## src/rtl/mbdc_defs.svh

```systemverilog
// Shared constants for the bus drive control block
`ifndef MBDC_DEFS_SVH
`define MBDC_DEFS_SVH
`define MBDC_ADDR_W      16
`define MBDC_DATA_W      8
`define MBDC_RW_IDLE     1'b1
`define MBDC_RW_READ     1'b1
`define MBDC_RW_WRITE    1'b0
`define MBDC_SYNC_ZERO   3'h0
`define MBDC_SYNC_IDLE   5'h1C
`endif

```

## src/rtl/mbdc_pkg.sv

```systemverilog
// Types for the bus drive control block
package mbdc_pkg;
    typedef enum logic [1:0] {
        MBDC_RUN,
        MBDC_IDLE_WAIT,
        MBDC_HALTED
    } mbdc_mode_t;
endpackage

```

## src/rtl/mbdc_sync_if.sv

```systemverilog
// Synchronised control levels passed from the pin filter to the core
`timescale 1ns/1ps
`default_nettype none
interface mbdc_sync_if;
    logic float_req;
    logic drive_en;
    logic stop_n;
    logic nmi_n;
    logic irq_n;
    modport src (output float_req, output drive_en, output stop_n, output nmi_n, output irq_n);
    modport dst (input float_req, input drive_en, input stop_n, input nmi_n, input irq_n);
endinterface
`default_nettype wire

```

## src/rtl/mbdc_bus_drive.sv

```systemverilog
// Bus drive control: address, data and direction drivers, bus released flag
// How it works
// All sixteen address outputs go high impedance while the float request is high.
// The eight data lines are three-state and float whenever data drive enable is low.
// Data drive enable is a level; data drivers are on only while it is high.
// During a processor read the data drivers stay off even with drive enable high.
// The outside system normally drives data drive enable from phase two.
// Another master owning the data bus holds data drive enable low meanwhile.
// Bus released is low when running and high once the processor stops and frees the bus.
// Bus released rises when the stop request is low or the core waits for an interrupt.
// While bus released is high every three-state driver is off and others are inactive.
// Waiting ends on a nonmaskable interrupt, or a maskable one while the mask flag is zero.
// Bus released is forced low while the float request is high.
// The clock source supplies two phases that are never high together.
// Direction reads high for reads, low for writes, and idles high.
// Direction floats on float request or halt; valid address is low on float request.
// While waiting with bus released high, valid address is low and all buses float.
`timescale 1ns/1ps
`include "mbdc_defs.svh"
`default_nettype none
module mbdc_bus_drive
    import mbdc_pkg::*;
#(
    parameter int ADDR_W = `MBDC_ADDR_W,
    parameter int DATA_W = `MBDC_DATA_W
) (
    input  wire logic              clk_i,
    input  wire logic              reset_i,
    input  wire logic              bus_float_request_i,
    input  wire logic              data_drive_enable_i,
    input  wire logic              stop_request_n_i,
    input  wire logic              nmi_n_i,
    input  wire logic              irq_n_i,
    input  wire logic              irq_mask_i,
    input  wire logic              idle_until_interrupt_op_i,
    input  wire logic [ADDR_W-1:0] core_addr_i,
    input  wire logic [DATA_W-1:0] core_wdata_i,
    input  wire logic              core_read_i,
    input  wire logic              core_valid_i,
    input  wire logic [DATA_W-1:0] data_lines_i,
    output logic [ADDR_W-1:0]      address_outputs_o,
    output logic                   address_outputs_oe_o,
    output logic [DATA_W-1:0]      data_lines_o,
    output logic                   data_lines_oe_o,
    output logic                   rw_o,
    output logic                   rw_oe_o,
    output logic                   valid_address_strobe_o,
    output logic                   bus_released_o,
    output logic [DATA_W-1:0]      core_rdata_o,
    output logic                   wake_o
);
    typedef struct packed {
        mbdc_mode_t        mode;
        logic              nmi_prev;
        logic [ADDR_W-1:0] addr;
        logic [DATA_W-1:0] wdata;
        logic [DATA_W-1:0] rdata;
        logic              rw;
        logic              valid_address_strobe;
        logic              wake;
    } mbdc_state_t;
    mbdc_state_t st_reg;
    mbdc_state_t st_next;
    mbdc_sync_if sync ();
    logic nmi_edge;
    logic wake_cond;
    logic released;
    logic cycle_read;
    mbdc_pin_sync u_sync (
        .clk_i               (clk_i),
        .reset_i             (reset_i),
        .bus_float_request_i (bus_float_request_i),
        .data_drive_enable_i (data_drive_enable_i),
        .stop_request_n_i    (stop_request_n_i),
        .nmi_n_i             (nmi_n_i),
        .irq_n_i             (irq_n_i),
        .sync                (sync)
    );
    // NMI is edge sensitive, IRQ is a level gated by the mask
    assign nmi_edge  = st_reg.nmi_prev & ~sync.nmi_n;
    assign wake_cond = nmi_edge | (~sync.irq_n & ~irq_mask_i);
    always_comb begin
        st_next = st_reg;
        st_next.nmi_prev = sync.nmi_n;
        st_next.wake = 1'b0;
        unique case (st_reg.mode)
            MBDC_RUN: begin
                if (!sync.stop_n) begin
                    st_next.mode = MBDC_HALTED;
                end else if (idle_until_interrupt_op_i) begin
                    st_next.mode = MBDC_IDLE_WAIT;
                end
            end
            MBDC_IDLE_WAIT: begin
                if (wake_cond && sync.stop_n) begin
                    st_next.mode = MBDC_RUN;
                    st_next.wake = 1'b1;
                end
            end
            MBDC_HALTED: begin
                // Interrupts are not serviced while halted
                if (sync.stop_n) begin
                    st_next.mode = MBDC_RUN;
                end
            end
        endcase
        if (st_reg.mode == MBDC_RUN && sync.stop_n && !idle_until_interrupt_op_i
            && !sync.float_req) begin
            st_next.addr  = core_addr_i;
            st_next.wdata = core_wdata_i;
            st_next.rw    = (core_valid_i && !core_read_i) ? `MBDC_RW_WRITE
                                                           : `MBDC_RW_READ;
            st_next.valid_address_strobe   = core_valid_i;
        end else begin
            st_next.rw  = `MBDC_RW_IDLE;
            st_next.valid_address_strobe = 1'b0;
        end
        if (st_reg.rw == `MBDC_RW_READ && st_reg.valid_address_strobe) begin
            st_next.rdata = data_lines_i;
        end
    end
    always_ff @(posedge clk_i) begin
        if (reset_i) begin
            st_reg <= '{mode: MBDC_RUN, nmi_prev: 1'b1, addr: '0, wdata: '0, rdata: '0,
                        rw: 1'b1, valid_address_strobe: 1'b0, wake: 1'b0};
        end else begin
            st_reg <= st_next;
        end
    end
    // Float request overrides halt and wait indication
    assign released   = (st_reg.mode != MBDC_RUN) & ~sync.float_req;
    assign cycle_read = (st_reg.rw == `MBDC_RW_READ);
    assign bus_released_o         = released;
    assign address_outputs_o      = st_reg.addr;
    assign address_outputs_oe_o   = ~sync.float_req & ~released;
    assign rw_o                   = st_reg.rw;
    assign rw_oe_o                = ~sync.float_req & (st_reg.mode == MBDC_RUN);
    // Drive enable gates drivers as a level; read cycles never drive
    assign data_lines_oe_o        = sync.drive_en & ~cycle_read & ~released;
    assign data_lines_o           = st_reg.wdata;
    assign valid_address_strobe_o = st_reg.valid_address_strobe & ~sync.float_req;
    assign core_rdata_o           = st_reg.rdata;
    assign wake_o                 = st_reg.wake;

    AST_FLOAT_ADDR: assert property (@(posedge clk_i) disable iff (reset_i)
        sync.float_req |-> !address_outputs_oe_o && !rw_oe_o)
        else $error("address driven during float request");
    AST_DATA_OFF: assert property (@(posedge clk_i) disable iff (reset_i)
        !sync.drive_en |-> !data_lines_oe_o)
        else $error("data driven with drive enable low");
    AST_DATA_ON: assert property (@(posedge clk_i) disable iff (reset_i)
        sync.drive_en && !cycle_read && !released |-> data_lines_oe_o)
        else $error("data not driven during enabled write");
    AST_READ_OFF: assert property (@(posedge clk_i) disable iff (reset_i)
        rw_o |-> !data_lines_oe_o)
        else $error("data driven during read");
    AST_HALT_REL: assert property (@(posedge clk_i) disable iff (reset_i)
        !sync.stop_n && !sync.float_req |=> bus_released_o || sync.float_req)
        else $error("bus released missing after stop");
    AST_REL_OFF: assert property (@(posedge clk_i) disable iff (reset_i)
        bus_released_o |-> !address_outputs_oe_o && !data_lines_oe_o && !rw_oe_o)
        else $error("driver on while bus released");
    AST_WAKE: assert property (@(posedge clk_i) disable iff (reset_i)
        st_reg.mode == MBDC_IDLE_WAIT && wake_cond && sync.stop_n
        |=> st_reg.mode == MBDC_RUN && wake_o)
        else $error("wait state not left on interrupt");
    AST_FLOAT_REL: assert property (@(posedge clk_i) disable iff (reset_i)
        sync.float_req |-> !bus_released_o && !valid_address_strobe_o)
        else $error("released or strobe high during float");
    AST_RUN_LOW: assert property (@(posedge clk_i) disable iff (reset_i)
        st_reg.mode == MBDC_RUN |-> !bus_released_o)
        else $error("bus released high while running");
    AST_WAIT_VMA: assert property (@(posedge clk_i) disable iff (reset_i)
        $past(st_reg.mode) != MBDC_RUN && st_reg.mode != MBDC_RUN |-> !valid_address_strobe_o)
        else $error("strobe high while stopped");
    AST_ADDR_ON: assert property (@(posedge clk_i) disable iff (reset_i)
        !sync.float_req && !bus_released_o |-> address_outputs_oe_o)
        else $error("address not driven while running");
    AST_ADDR_HOLD: assert property (@(posedge clk_i) disable iff (reset_i)
        sync.float_req |=> $stable(address_outputs_o))
        else $error("address moved during float request");
    AST_RW_IDLE: assert property (@(posedge clk_i) disable iff (reset_i)
        !core_valid_i |=> rw_o)
        else $error("direction not idle high without a cycle");
    AST_RW_WRITE: assert property (@(posedge clk_i) disable iff (reset_i)
        st_reg.mode == MBDC_RUN && sync.stop_n && !idle_until_interrupt_op_i
        && !sync.float_req && core_valid_i && !core_read_i |=> !rw_o)
        else $error("direction not low for a write");
    AST_RW_OE_ON: assert property (@(posedge clk_i) disable iff (reset_i)
        !sync.float_req && st_reg.mode == MBDC_RUN |-> rw_oe_o)
        else $error("direction not driven while running");
    AST_HALT_RW: assert property (@(posedge clk_i) disable iff (reset_i)
        st_reg.mode == MBDC_HALTED |-> !rw_oe_o)
        else $error("direction driven while halted");
    AST_FLOAT_IDLE: assert property (@(posedge clk_i) disable iff (reset_i)
        $past(sync.float_req) |-> rw_o && !st_reg.valid_address_strobe)
        else $error("cycle launched during float request");
    AST_REL_ONLY: assert property (@(posedge clk_i) disable iff (reset_i)
        bus_released_o |-> st_reg.mode != MBDC_RUN)
        else $error("bus released high without a stop");
    AST_WAIT_ENTRY: assert property (@(posedge clk_i) disable iff (reset_i)
        st_reg.mode == MBDC_RUN && sync.stop_n && idle_until_interrupt_op_i
        |=> st_reg.mode == MBDC_IDLE_WAIT)
        else $error("wait state not entered");
    AST_WAIT_REL: assert property (@(posedge clk_i) disable iff (reset_i)
        st_reg.mode == MBDC_IDLE_WAIT && !sync.float_req |-> bus_released_o)
        else $error("bus released low while waiting");
    AST_HALT_STAY: assert property (@(posedge clk_i) disable iff (reset_i)
        st_reg.mode == MBDC_HALTED && !sync.stop_n |=> st_reg.mode == MBDC_HALTED)
        else $error("halt left while stop request low");
    AST_STOP_WAIT: assert property (@(posedge clk_i) disable iff (reset_i)
        st_reg.mode == MBDC_IDLE_WAIT && !sync.stop_n |=> st_reg.mode != MBDC_RUN)
        else $error("wait left while stop request low");
    AST_WAIT_HOLD: assert property (@(posedge clk_i) disable iff (reset_i)
        st_reg.mode == MBDC_IDLE_WAIT && !(wake_cond && sync.stop_n)
        |=> st_reg.mode == MBDC_IDLE_WAIT)
        else $error("wait state left without interrupt");
    AST_MASK_HOLD: assert property (@(posedge clk_i) disable iff (reset_i)
        st_reg.mode == MBDC_IDLE_WAIT && !nmi_edge && irq_mask_i |=> !wake_o)
        else $error("masked request ended the wait");
    AST_NMI_WAKE: assert property (@(posedge clk_i) disable iff (reset_i)
        st_reg.mode == MBDC_IDLE_WAIT && nmi_edge && sync.stop_n |=> wake_o)
        else $error("nonmaskable edge did not end the wait");
    AST_IRQ_WAKE: assert property (@(posedge clk_i) disable iff (reset_i)
        st_reg.mode == MBDC_IDLE_WAIT && !sync.irq_n && !irq_mask_i && sync.stop_n |=> wake_o)
        else $error("unmasked request did not end the wait");
    AST_WAKE_PULSE: assert property (@(posedge clk_i) disable iff (reset_i)
        wake_o |=> !wake_o)
        else $error("wake pulse longer than one cycle");
endmodule // mbdc_bus_drive
`default_nettype wire

```

## src/rtl/mbdc_pin_sync.sv

```systemverilog
// Three-stage pin synchroniser for the bus control inputs
`timescale 1ns/1ps
`include "mbdc_defs.svh"
`default_nettype none
module mbdc_pin_sync (
    input  wire logic   clk_i,
    input  wire logic   reset_i,
    input  wire logic   bus_float_request_i,
    input  wire logic   data_drive_enable_i,
    input  wire logic   stop_request_n_i,
    input  wire logic   nmi_n_i,
    input  wire logic   irq_n_i,
    mbdc_sync_if.src    sync
);
    localparam int N = 5;
    typedef struct packed {
        logic [N-1:0] s1;
        logic [N-1:0] s2;
        logic [N-1:0] s3;
        logic [N-1:0] q;
    } mbdc_sync_t;
    mbdc_sync_t st_reg;
    mbdc_sync_t st_next;
    logic [N-1:0] pins;
    logic [N-1:0] idle_val;
    assign pins = {irq_n_i, nmi_n_i, stop_request_n_i, data_drive_enable_i, bus_float_request_i};
    assign idle_val = `MBDC_SYNC_IDLE;
    always_comb begin
        st_next = st_reg;
        st_next.s1 = pins;
        st_next.s2 = st_reg.s1;
        st_next.s3 = st_reg.s2;
        // Change accepted only once stages two and three agree
        for (int i = 0; i < N; i++) begin
            if (st_reg.s2[i] == st_reg.s3[i]) begin
                st_next.q[i] = st_reg.s3[i];
            end
        end
    end
    always_ff @(posedge clk_i) begin
        if (reset_i) begin
            st_reg <= '{s1: idle_val, s2: idle_val, s3: idle_val, q: idle_val};
        end else begin
            st_reg <= st_next;
        end
    end
    assign sync.float_req = st_reg.q[0];
    assign sync.drive_en  = st_reg.q[1];
    assign sync.stop_n    = st_reg.q[2];
    assign sync.nmi_n     = st_reg.q[3];
    assign sync.irq_n     = st_reg.q[4];
endmodule // mbdc_pin_sync
`default_nettype wire

```

## config.mk

```make
export PLATFORM = sky130hd
export DESIGN_NAME = mbdc_bus_drive
export DESIGN_NICKNAME = d
export VERILOG_FILES = /design/src/rtl/mbdc_pkg.sv /design/src/rtl/mbdc_sync_if.sv /design/src/rtl/mbdc_bus_drive.sv /design/src/rtl/mbdc_pin_sync.sv
export VERILOG_INCLUDE_DIRS = /design/src /design/src/rtl
export SDC_FILE = /design/constraint.sdc
export NUM_CORES = 1
export LEC_CHECK = 0
export BUFFER_PORTS_ARGS = -buffer_cell sky130_fd_sc_hd__buf_2
export CORE_ASPECT_RATIO = 1.4
export CORE_MARGIN = 1.5
export CORE_UTILIZATION = 52
export CTS_CLUSTER_DIAMETER = 200
export DETAILED_ROUTE_END_ITERATION = 10
export GPL_TIMING_DRIVEN = 0
export PLACE_DENSITY = 0.93
export SLEW_MARGIN = 20
export SYNTH_ARGS = -nofsm -noshare
export SYNTH_HDL_FRONTEND = slang
export SYNTH_HIERARCHICAL = 1
export SYNTH_SLANG_ARGS = --single-unit
```

## constraint.sdc

```tcl
create_clock -name clk_i -period 2.2 [get_ports clk_i]
set_input_delay 0.11 -clock clk_i [delete_from_list [all_inputs] [get_ports clk_i]]
set_output_delay 0.11 -clock clk_i [all_outputs]
set_load 0.03 [all_outputs]
```

* After elaboration in Yosys (flattened, before gate mapping)
Index checks and enable logic that the tools add are counted.
Storage, ports and cells: register bits 58, input bits 43
Operators by class: equality and inequality tests 10, muxes and demuxes 7, bitwise logic cells 17, reduce and logical (&&, ||, !) cells 14
Operators by type and width (count):
- $and A1 B1 Y1 | 8
- $mux W2 | 4
- $not A1 Y1 | 8
- $logic_and A1 B1 Y1 | 6
- $pmux W2 S3 | 1
- $eq A1 B1 Y1 | 5
- $reduce_or A2 Y1 | 2
- $logic_not A1 Y1 | 3
- $ne A3 B3 Y1 const B | 1
- $reduce_and A3 Y1 | 1
- $eq A2 B1 Y1 const B | 1
- $eq A2 B2 Y1 const B | 1
- $logic_not A2 Y1 | 1
- $mux W1 | 2
- $ne A2 B1 Y1 const B | 1
- $ne A2 B2 Y1 const B | 1
- $reduce_bool A2 Y1 | 1
- $or A1 B1 Y1 | 1

* Depth between registers and ports, before layout
Gate-level depths: netlist of the first run.
depth in word-level cells 6, mapped depth 7

* Cells and area by module
The synthesis of the first run kept the hierarchy.
Modules (own cells, without submodules):
- mbdc_bus_drive | times used 1, cells an instance 208, area each 1716.6 um^2, seq. area each 760.7 um^2
- mbdc_pin_sync | times used 1, cells an instance 52, area each 593.1 um^2, seq. area each 400.4 um^2

* Worst setup path before layout of the first run
No wires, ideal clock.
path type register -> output, start point reg st_reg[36] in the netlist's numbering, end point out data_lines_oe_o, data arrival time 1.503 ns, required time 2.090 ns, setup slack 0.587 ns, stages on the path, launching flop included 5, path buffers 0, path through dfxtp_1 > inv_1 > ha_1 > nor2_1 > nor3b_1
On the way: longest elaborated chain between the ends 4
RTL lines:
- start, declared | RTL line mbdc_bus_drive.sv:62 | mbdc_state_t st_reg;
- start signal, assigned | RTL line mbdc_bus_drive.sv:124 | st_reg <= '{mode: MBDC_RUN, nmi_prev: 1'b1, addr: '0, wdata: '0, rdata: '0,
- start signal, assigned | RTL line mbdc_bus_drive.sv:127 | st_reg <= st_next;
- $reduce_bool A2 Y1 | RTL line mbdc_bus_drive.sv:131 | assign released = (st_reg.mode != MBDC_RUN) & ~sync.float_req;
- $and A1 B1 Y1 | RTL line mbdc_bus_drive.sv:131
- named net bus_released_o | RTL line mbdc_bus_drive.sv:48 | output logic bus_released_o,
- $not A1 Y1 | RTL line mbdc_bus_drive.sv:139 | assign data_lines_oe_o = sync.drive_en & ~cycle_read & ~released;
- $and A1 B1 Y1 | RTL line mbdc_bus_drive.sv:139
- end, declared | RTL line mbdc_bus_drive.sv:44 | output logic data_lines_oe_o,
The timed path passes the listed nets, and every way through them passes these cells.

* Worst setup path after layout of the first run
start point reg st_reg[36] in the netlist's numbering, end point out rw_oe_o
On the way: longest elaborated chain between the ends 2
RTL lines:
- $logic_not A2 Y1 | RTL line mbdc_bus_drive.sv:137 | assign rw_oe_o = ~sync.float_req & (st_reg.mode == MBDC_RUN);
- $and A1 B1 Y1 | RTL line mbdc_bus_drive.sv:137
- end, declared | RTL line mbdc_bus_drive.sv:46 | output logic rw_oe_o,
Every way passes these cells.

==> flow_metrics.tcl, run 1 <==
set metrics [dict create \
    drtAntennaViolNets 0 \
    io_pins 82 \
    synth-seq-cells 58 \
    path_max_fanout 5 \
    fp.dieH_um 81.86 \
    syn_area_um2 2310 \
    first_global_vias 1814 \
    post_cts_resized 0 \
    die-area_um2 4856 \
    worstSetupEndpointType "primary output" \
    antenna_cells 0 \
    syn_inst 260 \
    synth.top_cells.by_area "dfxtp_1, buf_4, nand2_1, a21oi_1, buf_6" \
    htreeDepth 3 \
    synth_commonest_cells "nand2_1, dfxtp_1, a21oi_1, buf_4" \
    min_path_type "primary input to register" \
    viasPerCell 4.644 \
    drive_gt1_share_pct 37.95 \
    vias 1955 \
    rr_startpoint "st_reg[36]" \
    fmax_ghz 0.6037 \
    portBuffers 80 \
    slew_headroom_pct 68.13 \
    hold_depth 3 \
    area_growth_pct 30.23 \
    worstReg2RegEnd "data_lines_o[3]" \
    leakagePower_nw 1.432 \
    grt_max_degree 11 \
    yosys_warnings 6 \
    drt_iter0_drc 99 \
    fp-row-count 28 \
    ys_seq_area_share_pct 50.27 \
    syn-num-nets 306 \
    clockBufferDepth 2 \
    critPathKind "register to primary output" \
    p_sw_mw 0.7983 \
    synth_area_per_cell_um2 8.884 \
    async_flop_share_pct 0 \
    cts-root-buf "clkbuf_8" \
    worst_pin_slew_ps 478.1 \
    yosys.area.top_type "dfxtp_1" \
    cts_tree "built" \
    period_needed_ps 1657 \
    swShare_pct 30.18 \
    p_int_mw 1.846 \
    p_per_area_nw_per_um2 879.2 \
    pwr-share-seq_pct 44.3 \
    synth.most_common_cell "nand2_1" \
    worstPathRequired_ps 2090 \
    post-dp-hpwl_um 3331 \
    largest_register_ffs 16 \
    clk_pin_slew_worst_paths_ps 60 \
    final_core_util_pct 70.96 \
    wire_per_inst_um 11.32 \
    clk-insertion-delay-late_ps 330 \
    ys_types 28 \
    grt-ovfl-total 0 \
    antenna_found_initial 0 \
    wl_um 4764 \
    drc 0 \
    yosysTopAreaCellShare_pct 50.27 \
    finalSetupViolCount 0 \
    p_clk_share_pct 29.8 \
    hold_violations 0 \
    grt_pass1_wl_um 7410 \
    hold_path.startpoint "core_wdata_i[5]" \
    r2r_cells 7 \
    grt_use_total_pct 20.56 \
    clkSinkCount 58 \
    cts_setup_buffers 0 \
    status "finished, final reports clean" \
    drtPass1Iterations 4 \
    die_width_um 59.33 \
    slew_violations 0 \
    fin_nets 404 \
    start_util_pct 54.49 \
    coreArea_um2 4239 \
    critPathArrivalTime_ps 1550 \
    fin_crit_sh_pct 75.30 \
    ir_drop_v 0.0006259 \
    synth_edf_count 0 \
    routabilityCongestion 0.7567 \
    cts_buffers 9 \
    ff2ff_setup_slack_ps 630 \
    clock_skew_ps 5.610 \
    tns_ps 0 \
    p_comb_share_pct 25.9 \
    synth-main-ff-cell "dfxtp_1" \
    whs_endpoint "data_lines_o[5]" \
    crit_path_start_kind "register" \
    cap_violations 0 \
    rsz0062_at_grt "no" \
]
==> layout make-up <==
cell class | count | area (µm²)
plain buffers | 47 | 341.6
clock buffers | 14 | 152.6
fillers | 329 | 1231
inverters | 4 | 15.01
multi-input cells | 151 | 792.0
flip-flops and latches | 58 | 1161
well taps | 60 | 75.07
repair buffers | 87 | 470.5
==> critical path, cell delays in order (launching register included) <==
cell,delay (ps)
dfxtp_1,330
inv_1,90
ha_1,230
nor2b_1,240
buf_4,140
buf_2,180
==> cells in the final DEF, fill, tap and decap left out, types with 8 or more instances in the layout <==
cell type | Yosys | routed
a21oi_1 | 34 | 34
nand2_1 | 60 | 60
clkbuf_1 | 6 | 10
or2_1 | 9 | 9
nor2b_1 | 9 | 9
dfxtp_1 | 58 | 58
nand3_1 | 8 | 8
buf_4 | 33 | 33
clkbuf_8 | 0 | 10
buf_2 | 3 | 83
==> worst max path at each step <==
stage	startpoint	end	slack, ps	cells after the start
floorplan	st_reg[36]	data_lines_oe_o	590	4
global placement	st_reg[36]	address_outputs_o[3]	760	7
detailed placement	st_reg[36]	address_outputs_o[5]	690	7
CTS	st_reg[37]	rw_oe_o	550	5
global route	st_reg[36]	rw_oe_o	400	5
finish	st_reg[36]	rw_oe_o	540	5
==> logic make-up after synthesis <==
family | after synthesis | share of synthesized area (%)
buffers and inverters | 51 | 15.44
adders and majority gates | 3 | 1.625
DFF | 58 | 50.27
AOI/OAI and AO/OA | 45 | 11.16
muxes | 2 | 1.083
and+or+nand+nor | 101 | 20.42
==> per-stage QoR <==
stage / worst slack (ps) / total power, mW / area, µm² / instances / hold WS (ps)
floorplan: 586.8 / 1.694 / 2310 / 260 / 207.1
global placement: 764.7 / 1.847 / 2785 / 400 / 288.6
detailed placement: 691.6 / 1.865 / 2785 / 400 / 293.1
CTS: 546.8 / 2.662 / 3008 / 421 / 4.983
global route: 398.3 / 2.773 / 3008 / 421 / 17.11
finish: 543.4 / 2.645 / 3008 / 421 / 17.00
==> per-layer routing <==
metal / global-route usage, % / wire (µm)
met1: 20.49 / 1886
met2: 37.03 / 2521
met3: 8.819 / 311
met4: 7.500 / 44
met5: 0 / 0
==> repair_timing <==
item / 4_1_cts / 5_1_grt
endpoints found under the hold margin: 14 / 0
endpoints found under the setup margin: 0 / 0
hold buffers: 7 / 0
==> power by group through the flow <==
stage	combinational [mW]	sequential [mW]	clock, mW
floorplan	0.510	1.18	0
global placement	0.660	1.19	0
detailed placement	0.673	1.19	0
CTS	0.686	1.17	0.806
global route	0.751	1.18	0.845
finish	0.685	1.17	0.788
(Power assumes the default switching activity.)
==> inputs of run 2 (changes only) <==
--- a/config.mk
+++ b/config.mk
@@ -9,11 +9,11 @@
 export BUFFER_PORTS_ARGS = -buffer_cell sky130_fd_sc_hd__buf_2
 export CORE_ASPECT_RATIO = 1.4
 export CORE_MARGIN = 1.5
-export CORE_UTILIZATION = 52
+export CORE_UTILIZATION = 44
 export CTS_CLUSTER_DIAMETER = 200
 export DETAILED_ROUTE_END_ITERATION = 10
 export GPL_TIMING_DRIVEN = 0
-export PLACE_DENSITY = 0.93
+export PLACE_DENSITY = 0.85
 export SLEW_MARGIN = 20
 export SYNTH_ARGS = -nofsm -noshare
 export SYNTH_HDL_FRONTEND = slang
==> constraint.sdc (replaced) <==
create_clock -name clk_i -period 1.4 [get_ports clk_i]
set_input_delay 0.07 -clock clk_i [delete_from_list [all_inputs] [get_ports clk_i]]
set_output_delay 0.07 -clock clk_i [all_outputs]
set_load 0.03 [all_outputs]
==> run 2 against run 1 <==
Effect of this change:
- die area increased by 17%
- register-to-register slack worse by 620 ps
- combinational power increased by 96%
- critical path type is now register to register
==> flow_metrics.tcl, run 2 (synthesis gave the netlist of run 1 again) <==
set metrics [dict create \
    drt_iter0_drc 120 \
    critPathSlowestCell "o311a_1" \
    grt_use_total_pct 20.04 \
    placed_cell_area_um2 2800 \
    cts-root-buf "clkbuf_8" \
    coreArea_um2 5120 \
    routabilityCongestion 0.6334 \
    rr_startpoint "st_reg[37]" \
    slew_violations 0 \
    hold_depth 2 \
    clkSinkCount 58 \
    crit_start "st_reg[37]" \
    drtPass1Iterations 6 \
    post-dp-hpwl_um 3372 \
    vias 2122 \
    p_comb_share_pct 28.7 \
    p_per_area_nw_per_um2 1324 \
    finalSetupViolCount 0 \
    rsz0062_at_grt "yes" \
    fin_crit_sh_pct 99.45 \
    clk_pin_slew_worst_paths_ps 60 \
    critPathArrivalTime_ps 1610 \
    p_clk_share_pct 31.7 \
    fill_cells 400 \
    worst_pin_slew_ps 513.7 \
    grt_max_degree 11 \
    fin_area_um2 3525 \
    fp-row-count 31 \
    wl_um 5639 \
    clock_skew_ps 6.516 \
    clk-insertion-delay-late_ps 330 \
    pwr-share-seq_pct 39.6 \
    cap_violations 0 \
    mostFrequentLayoutCell "buf_2" \
    crit_family "compound AO/OA/AOI/OAI gates" \
    r2r_cells 5 \
    critPathKind "register to register" \
    hold_violations 0 \
    fmax_ghz 0.7182 \
    min_path_type "primary input to register" \
    first_global_vias 2039 \
    path_max_fanout 3 \
    worstPathRequired_ps 1610 \
    period_needed_ps 1392 \
    cts_tree "built" \
    ff2ff_setup_slack_ps 8 \
    start_util_pct 45.11 \
    cts_buffers 9 \
    hold_path.startpoint "core_valid_i" \
    largest_register_ffs 16 \
    clockBufferDepth 2 \
    io_pins 82 \
    viasPerCell 4.573 \
    die-area_um2 5699 \
    area_growth_pct 52.60 \
    worstReg2RegEnd "st_reg[37]" \
    drc 0 \
    max_stage_delay_ps 330 \
    fin_nets 441 \
    final_cell_mix "buf_2, nand2_1, dfxtp_1" \
    p_sw_mw 1.350 \
    htreeDepth 3 \
    crit_buf_inv 2 \
    wire_per_inst_um 12.15 \
    status "finished, final reports clean" \
    p_int_mw 3.317 \
    tns_ps 0 \
    antenna_found_initial 0 \
    antenna_cells 0 \
    grt-ovfl-total 0 \
    swShare_pct 28.92 \
    worstPathCellList "inv_2 -> ha_2 -> inv_1 -> o311a_1 -> mux2_4" \
    die_width_um 64.24 \
    drive_gt1_share_pct 40.20 \
    ir_drop_v 0.001216 \
    portBuffers 80 \
    whs_endpoint "st_reg[1]" \
    drtAntennaViolNets 0 \
    worstSetupEndpointType "register" \
    crit_path_start_kind "register" \
    leakagePower_nw 1.644 \
    total_power_mw 4.667 \
    grt_pass1_wl_um 8618 \
    slew_headroom_pct 65.76 \
    fp.dieH_um 88.73 \
]
[run 2: cell types whose count changed in the layout (fill, tap and decap cells not counted), moves of 4 or more]
cell           previous run  this run
buf_2                    83        78
clkbuf_1                 10         4
dlygate4sd3_1             7        42
a21oi_1                  34        30
dfxtp_1                  58        54
dfxtp_2                   0         4
buf_4                    33        37
a21oi_2                   3         7
[run 2: per-stage QoR]
| step | util (%) | worst slack, ps | hold slack [ps] | instances |
|---|---|---|---|---|
| finish | 68.84 | 7.667 | 37.12 | 464 |
| global route | 68.84 | -58.64 | 16.59 | 464 |
| CTS | 67.47 | -6.731 | 16.97 | 462 |
| detailed placement | 54.69 | -70.48 | 252.3 | 406 |
| global placement | 54.69 | -29.35 | 248.4 | 406 |
| floorplan | - | 15.68 | 167.1 | 260 |
[run 2: area by class of cell]
cell class | count | area, µm² | share of cell area (%)
clock buffer | 11 | 151.4 | 4.295
sequential | 58 | 1166 | 33.08
multi-input combinational | 151 | 842.1 | 23.89
buffer | 46 | 355.3 | 10.08
tap | 66 | 82.58 | 2.343
timing repair buffer | 125 | 872.1 | 24.74
clock inverter | 3 | 40.04 | 1.136
inverter | 4 | 15.01 | 0.4260
[run 2: repair_timing]
item,in CTS,in global routing
hold buffers,42,0
endpoints found under the hold margin,53,0
gates resized for setup,13,16
setup buffers,1,1
gates cloned,0,1
endpoints found under the setup margin,26,32
pin swaps,2,2
[run 2: per-layer routing]
metal,vias to the layer above,track usage (%),routed length [µm],share of wire [%]
li1,1078,-,-,-
met1,964,20.62,2235,40
met2,68,36.08,3022,54
met3,12,6.361,278,4.9
met4,0,11.03,104,1.8
met5,-,0,0,0
[run 2: how the worst max path moves through the flow]
stage                     slack [ps]  cells after the start                   end
after floorplan                   20                      4       data_lines_oe_o
after global placement           -30                      7  address_outputs_o[3]
after detailed placement         -70                      7  address_outputs_o[3]
after CTS                         -7                      5       data_lines_oe_o
after global routing             -60                      5       data_lines_oe_o
final                              8                      5            st_reg[37]
[run 2: power groups by stage]
stage / Clock, mW / Combinational [mW] / Sequential (mW)
after floorplan: 0 / 0.807 / 1.86
after global placement: 0 / 1.04 / 1.87
after detailed placement: 0 / 1.07 / 1.87
after CTS: 1.53 / 1.23 / 1.85
after global routing: 1.62 / 1.44 / 1.86
final: 1.48 / 1.34 / 1.85
